<file path="src/design/ifb_pkg.sv">
package ifb_pkg;
  localparam int unsigned DATA_W = 32;
  localparam int unsigned ADDR_W = 8;
  localparam int unsigned REG_W = 8;
  localparam int unsigned GRP_N = 4;
  localparam int unsigned UTB_N = 4;
  localparam int unsigned SER_N = 3;
  localparam int unsigned EV_W = 11;
  localparam int unsigned EV_GRP_LSB = 0;
  localparam int unsigned EV_UTB_LSB = 4;
  localparam int unsigned EV_SER_LSB = 8;
  // Byte offsets of the register words
  localparam logic [7:0] OFF_MF = 8'h00;
  localparam logic [7:0] OFF_UTB = 8'h04;
  localparam logic [7:0] OFF_SER = 8'h08;
  localparam logic [7:0] OFF_CTRL = 8'h0C;
  localparam logic [7:0] OFF_EV_STAT = 8'h10;
  localparam logic [7:0] OFF_EV_MASK = 8'h14;
  // Field positions inside the control bytes
  localparam int unsigned FLAG_LSB = 4;
  localparam int unsigned EN_LSB = 0;
  localparam int unsigned SER_RSVD_HI = 7;
  localparam int unsigned SER_RSVD_LO = 3;
  localparam int unsigned UTB_TICK0 = 0;
  localparam int unsigned UTB_TICK1 = 1;
  localparam int unsigned UTB_USB = 2;
  localparam int unsigned UTB_SOF = 3;
  localparam int unsigned SER_ASYNC0 = 0;
  localparam int unsigned SER_ASYNC1 = 1;
  localparam int unsigned SER_MOD = 2;
  localparam int unsigned CTRL_GIE = 0;
  localparam logic [7:0] RST_CTRL_BYTE = 8'h00;
  localparam logic [EV_W-1:0] RST_EV = 11'h000;
endpackage

</file>
<file path="src/design/ifb_reg_if.sv">
`timescale 1ns/10ps
interface ifb_reg_if;
  import ifb_pkg::*;
  logic wr;
  logic [ADDR_W-1:0] addr;
  logic [DATA_W-1:0] wdata;
  logic [DATA_W-1:0] wmask;
  logic [DATA_W-1:0] rdata;
  modport bus (output wr, output addr, output wdata, output wmask, input rdata);
  modport regs (input wr, input addr, input wdata, input wmask, output rdata);
endinterface

</file>
<file path="src/design/ifb_irq_bank.sv">
// Local design decisions: the address map and the Avalon-MM register port.
`timescale 1ns/10ps
// Functional notes
// - Group flags sit in bits 7..4
// - Group enables sit in bits 3..0
// - Frame-start flag bit 7, enable bit 3
// - USB flag bit 6, enable bit 2
// - Tick1/tick0 flags bits 5,4; enables 1,0
// - Serial module flag bit 6, enable bit 2
// - Async port1 flag bit 5, enable bit 1
// - Async port0 flag bit 4, enable bit 0
// - Serial bits 7,3 read zero, ignore writes
// - Group flag collects its per-source requests
module ifb_irq_bank import ifb_pkg::*; (
  input wire logic ref_clk,
  input wire logic rst_n,
  input wire logic [ADDR_W-1:0] avs_address,
  input wire logic avs_read,
  input wire logic avs_write,
  input wire logic [DATA_W-1:0] avs_writedata,
  input wire logic [3:0] avs_byteenable,
  output logic [DATA_W-1:0] avs_readdata,
  output logic avs_waitrequest,
  input wire logic [GRP_N-1:0] group_src_req,
  input wire logic [UTB_N-1:0] usb_tick_req,
  input wire logic [SER_N-1:0] serial_req,
  output logic [EV_W-1:0] core_req_q,
  output logic global_irq_en,
  output logic irq
);
  ifb_reg_if rb ();
  logic [GRP_N-1:0] grp_flag;
  logic [GRP_N-1:0] grp_en;
  logic [UTB_N-1:0] utb_flag;
  logic [UTB_N-1:0] utb_en;
  logic [SER_N-1:0] ser_flag;
  logic [SER_N-1:0] ser_en;
  logic gie_q;
  logic [EV_W-1:0] ev_stat_q;
  logic [EV_W-1:0] ev_mask_q;
  logic [EV_W-1:0] ev;
  logic [EV_W-1:0] flags;
  logic [EV_W-1:0] enables;
  logic lane0;
  logic lane1;
  logic we_mf;
  logic we_utb;
  logic we_ser;
  logic we_ctrl;
  logic we_stat;
  logic we_mask;
  logic [REG_W-1:0] ser_byte;
  logic [7:0] wb0;
  logic [EV_W-1:0] wev;

  ifb_avs u_avs (
    .ref_clk(ref_clk),
    .rst_n(rst_n),
    .avs_address(avs_address),
    .avs_read(avs_read),
    .avs_write(avs_write),
    .avs_writedata(avs_writedata),
    .avs_byteenable(avs_byteenable),
    .avs_readdata(avs_readdata),
    .avs_waitrequest(avs_waitrequest),
    .rb(rb.bus)
  );

  assign lane0 = rb.wmask[0];
  assign lane1 = rb.wmask[8];
  assign wb0 = rb.wdata[7:0];
  assign wev = rb.wdata[EV_W-1:0] & rb.wmask[EV_W-1:0];
  assign we_mf = rb.wr && lane0 && (rb.addr == OFF_MF);
  assign we_utb = rb.wr && lane0 && (rb.addr == OFF_UTB);
  assign we_ser = rb.wr && lane0 && (rb.addr == OFF_SER);
  assign we_ctrl = rb.wr && lane0 && (rb.addr == OFF_CTRL);
  assign we_stat = rb.wr && (lane0 || lane1) && (rb.addr == OFF_EV_STAT);
  assign we_mask = rb.wr && (lane0 || lane1) && (rb.addr == OFF_EV_MASK);

  // Group request inputs are the already-combined per-source requests
  ifb_flag_bank #(.N(GRP_N)) u_mf (
    .ref_clk(ref_clk),
    .rst_n(rst_n),
    .hw_set(group_src_req),
    .sw_we(we_mf),
    .sw_flag(wb0[FLAG_LSB +: GRP_N]),
    .sw_en(wb0[EN_LSB +: GRP_N]),
    .flag_q(grp_flag),
    .en_q(grp_en)
  );

  ifb_flag_bank #(.N(UTB_N)) u_utb (
    .ref_clk(ref_clk),
    .rst_n(rst_n),
    .hw_set(usb_tick_req),
    .sw_we(we_utb),
    .sw_flag(wb0[FLAG_LSB +: UTB_N]),
    .sw_en(wb0[EN_LSB +: UTB_N]),
    .flag_q(utb_flag),
    .en_q(utb_en)
  );

  // Reserved bits 7 and 3 are simply not stored
  ifb_flag_bank #(.N(SER_N)) u_ser (
    .ref_clk(ref_clk),
    .rst_n(rst_n),
    .hw_set(serial_req),
    .sw_we(we_ser),
    .sw_flag(wb0[FLAG_LSB +: SER_N]),
    .sw_en(wb0[EN_LSB +: SER_N]),
    .flag_q(ser_flag),
    .en_q(ser_en)
  );

  always_ff @(posedge ref_clk) begin
    if (!rst_n) begin
      gie_q <= RST_CTRL_BYTE[CTRL_GIE];
    end else if (we_ctrl) begin
      gie_q <= wb0[CTRL_GIE];
    end
  end
  assign global_irq_en = gie_q;

  assign ev = {serial_req, usb_tick_req, group_src_req};
  assign flags = {ser_flag, utb_flag, grp_flag};
  assign enables = {ser_en, utb_en, grp_en};

  // Flags stay set until software clears them; nothing here clears on entry
  always_ff @(posedge ref_clk) begin
    if (!rst_n) begin
      core_req_q <= RST_EV;
    end else begin
      core_req_q <= gie_q ? (flags & enables) : RST_EV;
    end
  end

  // Event status: set wins over write-one-to-clear
  always_ff @(posedge ref_clk) begin
    if (!rst_n) begin
      ev_stat_q <= RST_EV;
    end else begin
      ev_stat_q <= ev | (ev_stat_q & ~(we_stat ? wev : RST_EV));
    end
  end
  always_ff @(posedge ref_clk) begin
    if (!rst_n) begin
      ev_mask_q <= RST_EV;
    end else if (we_mask) begin
      ev_mask_q <= (ev_mask_q & ~rb.wmask[EV_W-1:0]) | wev;
    end
  end
  assign irq = |(ev_stat_q & ev_mask_q);

  assign ser_byte = {1'b0, ser_flag, 1'b0, ser_en};

  always_comb begin
    rb.rdata = '0;
    unique case (rb.addr)
      OFF_MF: rb.rdata[REG_W-1:0] = {grp_flag, grp_en};
      OFF_UTB: rb.rdata[REG_W-1:0] = {utb_flag, utb_en};
      OFF_SER: rb.rdata[REG_W-1:0] = ser_byte;
      OFF_CTRL: rb.rdata[CTRL_GIE] = gie_q;
      OFF_EV_STAT: rb.rdata[EV_W-1:0] = ev_stat_q;
      OFF_EV_MASK: rb.rdata[EV_W-1:0] = ev_mask_q;
      default: rb.rdata = '0;
    endcase
  end

  AST_GRP_FLAG_SET: assert property (
    @(posedge ref_clk) disable iff (!rst_n)
    group_src_req[GRP_N-1] |=> grp_flag[GRP_N-1] [*1]
  ) else $error("group 3 flag not set by its request");

  AST_GRP_EN_WRITE: assert property (
    @(posedge ref_clk) disable iff (!rst_n)
    we_mf |=> grp_en == $past(rb.wdata[EN_LSB +: GRP_N])
  ) else $error("group enables not loaded from write");

  AST_SOF_LAYOUT: assert property (
    @(posedge ref_clk) disable iff (!rst_n)
    (avs_read && !avs_waitrequest && avs_address == OFF_UTB)
    |-> avs_readdata[7] == $past(utb_flag[UTB_SOF])
      && avs_readdata[3] == $past(utb_en[UTB_SOF])
  ) else $error("frame start bits misplaced");

  AST_USB_FWD: assert property (
    @(posedge ref_clk) disable iff (!rst_n)
    (utb_flag[UTB_USB] && utb_en[UTB_USB] && gie_q) |=> core_req_q[EV_UTB_LSB + UTB_USB]
  ) else $error("usb request not forwarded");

  AST_TICK_HOLD: assert property (
    @(posedge ref_clk) disable iff (!rst_n)
    (usb_tick_req[UTB_TICK1] ##1 !we_utb [*2]) |-> utb_flag[UTB_TICK1]
  ) else $error("tick1 flag lost without a write");

  AST_SER_MOD_SET: assert property (
    @(posedge ref_clk) disable iff (!rst_n)
    serial_req[SER_MOD] |-> ##1 ser_flag[SER_MOD] ##1 ser_flag[SER_MOD] || $past(we_ser)
  ) else $error("serial module flag not held");

  AST_ASYNC1_CLR: assert property (
    @(posedge ref_clk) disable iff (!rst_n)
    (we_ser && !rb.wdata[FLAG_LSB + SER_ASYNC1] && !serial_req[SER_ASYNC1])
    |=> !ser_flag[SER_ASYNC1]
  ) else $error("async port1 flag not cleared by write");

  AST_ASYNC0_SETWIN: assert property (
    @(posedge ref_clk) disable iff (!rst_n)
    (we_ser && serial_req[SER_ASYNC0]) |=> ser_flag[SER_ASYNC0]
  ) else $error("async port0 set lost against a clear");

  AST_SER_RSVD: assert property (
    @(posedge ref_clk) disable iff (!rst_n)
    (rb.addr == OFF_SER) |-> !rb.rdata[SER_RSVD_HI] && !rb.rdata[SER_RSVD_LO]
  ) else $error("serial reserved bits read nonzero");

  AST_GRP_STICKY: assert property (
    @(posedge ref_clk) disable iff (!rst_n)
    (grp_flag[0] && !we_mf) |=> grp_flag[0]
  ) else $error("group 0 flag dropped without software");

  AST_GIE_GATE: assert property (
    @(posedge ref_clk) disable iff (!rst_n)
    !gie_q |=> core_req_q == RST_EV
  ) else $error("request forwarded with global enable off");

  AST_RESET_ZERO: assert property (
    @(posedge ref_clk)
    !rst_n |=> flags == RST_EV && enables == RST_EV && !irq
  ) else $error("state not zero after reset");

  AST_IRQ_EVENT: assert property (
    @(posedge ref_clk) disable iff (!rst_n)
    (|(ev & ev_mask_q) && !we_mask) |=> irq
  ) else $error("masked-in event did not raise irq");

  AST_GRP_FWD: assert property (
    @(posedge ref_clk) disable iff (!rst_n)
    (grp_flag[0] && grp_en[0] && gie_q) |=> core_req_q[EV_GRP_LSB]
  ) else $error("group 0 request not forwarded");

  AST_GRP_READ: assert property (
    @(posedge ref_clk) disable iff (!rst_n)
    (avs_read && !avs_waitrequest && avs_address == OFF_MF)
    |-> avs_readdata[REG_W-1:0] == {$past(grp_flag), $past(grp_en)}
  ) else $error("group control byte misread");

  AST_SOF_SET: assert property (
    @(posedge ref_clk) disable iff (!rst_n)
    usb_tick_req[UTB_SOF] |=> utb_flag[UTB_SOF]
  ) else $error("frame start flag not set by its request");

  AST_UTB_EN_WRITE: assert property (
    @(posedge ref_clk) disable iff (!rst_n)
    we_utb |=> utb_en == $past(rb.wdata[EN_LSB +: UTB_N])
  ) else $error("usb and tick enables not loaded from write");

  AST_USB_SET: assert property (
    @(posedge ref_clk) disable iff (!rst_n)
    usb_tick_req[UTB_USB] |=> utb_flag[UTB_USB]
  ) else $error("usb flag not set by its request");

  AST_TICK0_SET: assert property (
    @(posedge ref_clk) disable iff (!rst_n)
    usb_tick_req[UTB_TICK0] |=> utb_flag[UTB_TICK0]
  ) else $error("tick0 flag not set by its request");

  AST_SER_READ: assert property (
    @(posedge ref_clk) disable iff (!rst_n)
    (avs_read && !avs_waitrequest && avs_address == OFF_SER)
    |-> avs_readdata[FLAG_LSB + SER_MOD] == $past(ser_flag[SER_MOD])
      && avs_readdata[EN_LSB + SER_MOD] == $past(ser_en[SER_MOD])
  ) else $error("serial module bits misplaced");

  AST_SER_FWD: assert property (
    @(posedge ref_clk) disable iff (!rst_n)
    (ser_flag[SER_MOD] && ser_en[SER_MOD] && gie_q) |=> core_req_q[EV_SER_LSB + SER_MOD]
  ) else $error("serial module request not forwarded");

  AST_SER_EN_WRITE: assert property (
    @(posedge ref_clk) disable iff (!rst_n)
    we_ser |=> ser_en == $past(rb.wdata[EN_LSB +: SER_N])
  ) else $error("serial enables not loaded from write");

  AST_ASYNC1_SET: assert property (
    @(posedge ref_clk) disable iff (!rst_n)
    serial_req[SER_ASYNC1] |=> ser_flag[SER_ASYNC1]
  ) else $error("async port1 flag not set by its request");

  AST_GIE_WRITE: assert property (
    @(posedge ref_clk) disable iff (!rst_n)
    we_ctrl |=> gie_q == $past(rb.wdata[CTRL_GIE])
  ) else $error("global enable not loaded from write");

  AST_FWD_NEEDS_ALL: assert property (
    @(posedge ref_clk) disable iff (!rst_n)
    core_req_q[EV_GRP_LSB] |-> $past(grp_flag[0] && grp_en[0] && gie_q)
  ) else $error("group 0 forwarded without flag and enables");

  // A clear must remove every written bit when no event sets one in the same cycle
  AST_STAT_W1C: assert property (
    @(posedge ref_clk) disable iff (!rst_n)
    (we_stat && ev == RST_EV) |=> (ev_stat_q & $past(wev)) == RST_EV
  ) else $error("event status bit not cleared by write of one");

  AST_WAIT_ONE: assert property (
    @(posedge ref_clk) disable iff (!rst_n)
    ((avs_read || avs_write) && avs_waitrequest) |=> !avs_waitrequest
  ) else $error("bus access took more than one wait cycle");
endmodule // ifb_irq_bank

</file>
<file path="src/design/ifb_flag_bank.sv">
`timescale 1ns/10ps
module ifb_flag_bank import ifb_pkg::*; #(
  parameter int unsigned N = 4
) (
  input wire logic ref_clk,
  input wire logic rst_n,
  input wire logic [N-1:0] hw_set,
  input wire logic sw_we,
  input wire logic [N-1:0] sw_flag,
  input wire logic [N-1:0] sw_en,
  output logic [N-1:0] flag_q,
  output logic [N-1:0] en_q
);
  genvar i;
  generate
    for (i = 0; i < N; i++) begin : g_bit
      // Hardware set beats a software write of zero in the same cycle
      always_ff @(posedge ref_clk) begin
        if (!rst_n) begin
          flag_q[i] <= 1'b0;
        end else if (hw_set[i]) begin
          flag_q[i] <= 1'b1;
        end else if (sw_we) begin
          flag_q[i] <= sw_flag[i];
        end
      end
      always_ff @(posedge ref_clk) begin
        if (!rst_n) begin
          en_q[i] <= 1'b0;
        end else if (sw_we) begin
          en_q[i] <= sw_en[i];
        end
      end
    end
  endgenerate
endmodule // ifb_flag_bank

</file>
<file path="src/design/ifb_avs.sv">
`timescale 1ns/10ps
module ifb_avs import ifb_pkg::*; (
  input wire logic ref_clk,
  input wire logic rst_n,
  input wire logic [ADDR_W-1:0] avs_address,
  input wire logic avs_read,
  input wire logic avs_write,
  input wire logic [DATA_W-1:0] avs_writedata,
  input wire logic [3:0] avs_byteenable,
  output logic [DATA_W-1:0] avs_readdata,
  output logic avs_waitrequest,
  ifb_reg_if.bus rb
);
  logic ack_q;
  // One wait cycle per access keeps readdata registered
  always_ff @(posedge ref_clk) begin
    if (!rst_n) begin
      ack_q <= 1'b0;
    end else begin
      ack_q <= (avs_read || avs_write) && !ack_q;
    end
  end
  always_ff @(posedge ref_clk) begin
    if (!rst_n) begin
      avs_readdata <= '0;
    end else if (avs_read && !ack_q) begin
      avs_readdata <= rb.rdata;
    end
  end
  assign avs_waitrequest = (avs_read || avs_write) && !ack_q;
  assign rb.wr = avs_write && ack_q;
  assign rb.addr = avs_address;
  assign rb.wdata = avs_writedata;
  assign rb.wmask = {{8{avs_byteenable[3]}}, {8{avs_byteenable[2]}},
                     {8{avs_byteenable[1]}}, {8{avs_byteenable[0]}}};
endmodule // ifb_avs

</file>
<file path="config.mk">
export PLATFORM = sky130hd
export DESIGN_NAME = ifb_irq_bank
export DESIGN_NICKNAME = d
export VERILOG_FILES = /design/src/design/ifb_pkg.sv /design/src/design/ifb_reg_if.sv /design/src/design/ifb_irq_bank.sv /design/src/design/ifb_flag_bank.sv /design/src/design/ifb_avs.sv
export SDC_FILE = /design/constraint.sdc
export NUM_CORES = 1
export LEC_CHECK = 0
export ABC_AREA = 1
export BUFFER_PORTS_ARGS = -buffer_cell sky130_fd_sc_hd__clkbuf_2
export CAP_MARGIN = 20
export CORE_MARGIN = 5
export CORE_UTILIZATION = 56
export CTS_BUF_LIST = sky130_fd_sc_hd__clkbuf_8
export CTS_CLUSTER_SIZE = 10
export DETAILED_ROUTE_END_ITERATION = 8
export HOLD_SLACK_MARGIN = 0.08
export PLACE_DENSITY_LB_ADDON = 0.12
export SLEW_MARGIN = 40
export SYNTH_ARGS = -nofsm -noshare
export SYNTH_HDL_FRONTEND = slang
export SYNTH_SLANG_ARGS = --single-unit
export TNS_END_PERCENT = 50
</file>
<file path="constraint.sdc">
create_clock -name ref_clk -period 2.17 [get_ports ref_clk]
set_clock_uncertainty 0.1 [all_clocks]
set_input_delay 0.434 -clock ref_clk [delete_from_list [all_inputs] [get_ports ref_clk]]
set_output_delay 0.434 -clock ref_clk [all_outputs]
set_load 0.005 [all_outputs]
</file>
==> key figures <==
CTS
  – CTS sink count: 68
  – Root Buffer: clkbuf_8
  – CTS Buffer Depth: 2
  – Post-CTS Setup Bufs: 0
  – Latest clock arrival within the worst-skew pair: 0.36 ns
  – Clock slew at reported path FFs: 0.08 ns
  – CTS tree: yes
  – CTS Buf Count: 9
  – Hold-fix buffers, CTS: 0
  – # resized after CTS: 0
  – # H-tree levels: 3

Power
  – PwrDens: 739 nW/um^2
  – VDD IR-drop max: 0.506 mV
  – P_leak: 1.70 nW
  – Total power: 2.73 mW

Global route
  – Vias in the first global route: 2747
  – Met3 Use GR: 0.0641
  – First-pass GRT wire length: 13.6 mm
  – Total global routing overflow: 0
  – Largest net degree at the start of global routing: 23
  – Total track usage: 0.241
  – Met1 GRT Util: 0.315
  – Met2 GRT Util: 0.378
  – Busiest layer in global routing: met2
  – Initial antenna violation count: 0

Logic synthesis
  – Post-Synthesis Cells: 440
  – Area contributors post-synth: dfxtp_1, nand2_1, o21ai_0
  – Sequential cell area fraction in the yosys report: 0.432
  – Yosys cell types: 30
  – Synthesized area: 3150 um^2
  – Synth top area share: 0.432
  – Syn Area/Cell: 7.16 um^2
  – Area leader, netlist: dfxtp_1
  – Yosys reg bits: 68
  – Yosys warning total: 0

Critical path
  – Max stage delay on crit path: 0.33 ns
  – WP data required: 1.64 ns
  – CP max stage cell: dfxtp_1
  – Crit start category: flop
  – Worst path bufs/invs: 1
  – Worst Path Max Fanout: 3
  – Critical-path cell list: nand2_1 > nand2_1 > a221oi_1 > nand4_1 > clkbuf_2
  – Family with the most delay on the worst path: flip-flops
  – Crit end category: output pin
  – Setup CP Type: flop to output pin
  – Critical path arrival: 1.30 ns
  – Most used cell, CP: nand2_1
  – Reg2Reg Setup Slack: 0.60 ns

Placed design
  – Post-Place Worst Slack: 0.320 ns
  – I/O Buffers: 60
  – Hpwl dp: 6.33 mm
  – Routability Congestion: 0.908

Drt
  – DRT iter0 DRCs: 294
  – Routed Antenna Nets: 0
  – Total Wirelength: 8.58 mm
  – Drt drc: 0
  – First-pass DRT Iterations: 5
  – Vias: 3037
  – WL per Instance: 14.7 um
  – Via density: 5.19

Floorplanning
  – Core Area: 5470 um^2
  – Die Width: 85.0 um
  – Die Area: 7220 um^2
  – Row cnt: 27
  – DIE HEIGHT: 85.0 um
  – Initial Utilization: 0.575
  – # IOs: 105

Timing
  – Fmax: 546 MHz
  – Period utilization: 0.844
  – RSZ-0062 raised after global routing: no
  – Min Hold Slack: 0.198 ns
  – Period minus WS final: 1.83 ns
  – Final WS setup: 0.338 ns
  – TNS Setup: 0 ns
  – Hold Vio Cnt, Final: 0
  – Max-slew violations: 0
  – Endpoints failing setup: 0

Cells and area
  – Share of layout cells above drive strength 1: 0.209
  – Final nets: 567
  – # diodes: 0
  – Area grow syn2layout: 17.1%

Worst hold path
  – Worst hold path class: primary input to flop

Job
  – Maxcap violations: 0

Status
  – Outcome: completed
-- cell usage in the layout, fill, tap and decap left out, drive strengths merged --
master	n
a21oi	43
nand3	17
and3	2
clkbuf	69
a221oi	1
nand2	90
o22ai	1
a31oi	2
dfxtp	68
o211ai	3
nand4	1
bufinv	2
clkinv	3
nor3	6
clkinvlp	3
conb	21
o21ai	61
buf	9
nor2	50
inv	61
-- path summary, 6_finish.rpt --
check / end / start / cells past startpoint
max: irq / ev_stat_q[5]$_SDFF_PN0_ / 5
min: u_mf.flag_q[3]$_SDFFE_PN0P_ / group_src_req[3] / 3
max reg2reg: u_utb.flag_q[2]$_SDFFE_PN0P_ / u_avs.ack_q$_SDFF_PN0_ / 7
min reg2reg: core_req_q[10]$_SDFF_PN0_ / u_ser.en_q[2]$_SDFFE_PN0P_ / 2
-- cells in the mapped netlist --
library cell,n
clkbuf_1,7
a221oi_1,1
nand4_1,1
nand3_2,1
nor2_1,44
buf_2,1
nor3_4,1
buf_6,2
nor2_2,1
a21oi_1,43
nand3_1,15
inv_2,3
inv_1,57
nand2_2,5
conb_1,1
o22ai_1,1
nor2_4,5
o21ai_0,46
nand2_1,83
a31oi_1,2
dfxtp_1,68
nor3_1,5
nand2_4,2
clkinv_2,2
and3_1,2
o21ai_2,1
nand3_4,1
o211ai_1,3
o21ai_1,14
buf_4,22
-- where the power goes --
group	switching (mW)	internal (mW)	leakage (nW)
Combinational	0.147	0.0829	1.04
Sequential	0.0283	1.29	0.557
Clock	0.526	0.652	0.102
-- metal layers --
layer  wire length [um]  vias up
li1                   -     1501
met1               3660     1368
met2               3890      145
met3                758       23
met4                268        0
met5                  0        -
-- final cells by class --
cell class                 instances  area (um^2)
timing repair buffer              69          368
fill                             509         1790
tap                               72         90.1
clock inverter                     7          100
clock buffer                       9          124
inverter                          62          235
multi-input combinational        298         1410
sequential                        68         1360
-- kinds of logic (layout without fill, tap and decap cells) --
logic type	Yosys count	after routing	share of synthesized area
other cells	1	21	0.00119
flops	68	68	0.432
simple gates	166	166	0.240
compound gates	111	111	0.182
buf+inv	94	147	0.144
-- per-stage QoR --
stage,utilization,std cells,cell area (um^2)
after floorplan,-,460,3220
after global placement,0.633,569,3460
after detailed placement,0.633,569,3460
after CTS,0.674,585,3690
after global routing,0.674,585,3690
final,0.674,585,3690
-- tightest hold or removal path, stage by stage --
cell and delay (ns):
clkbuf_2 0.09, o21ai_1 0.06, inv_1 0.04
(Power assumes the default switching activity.)
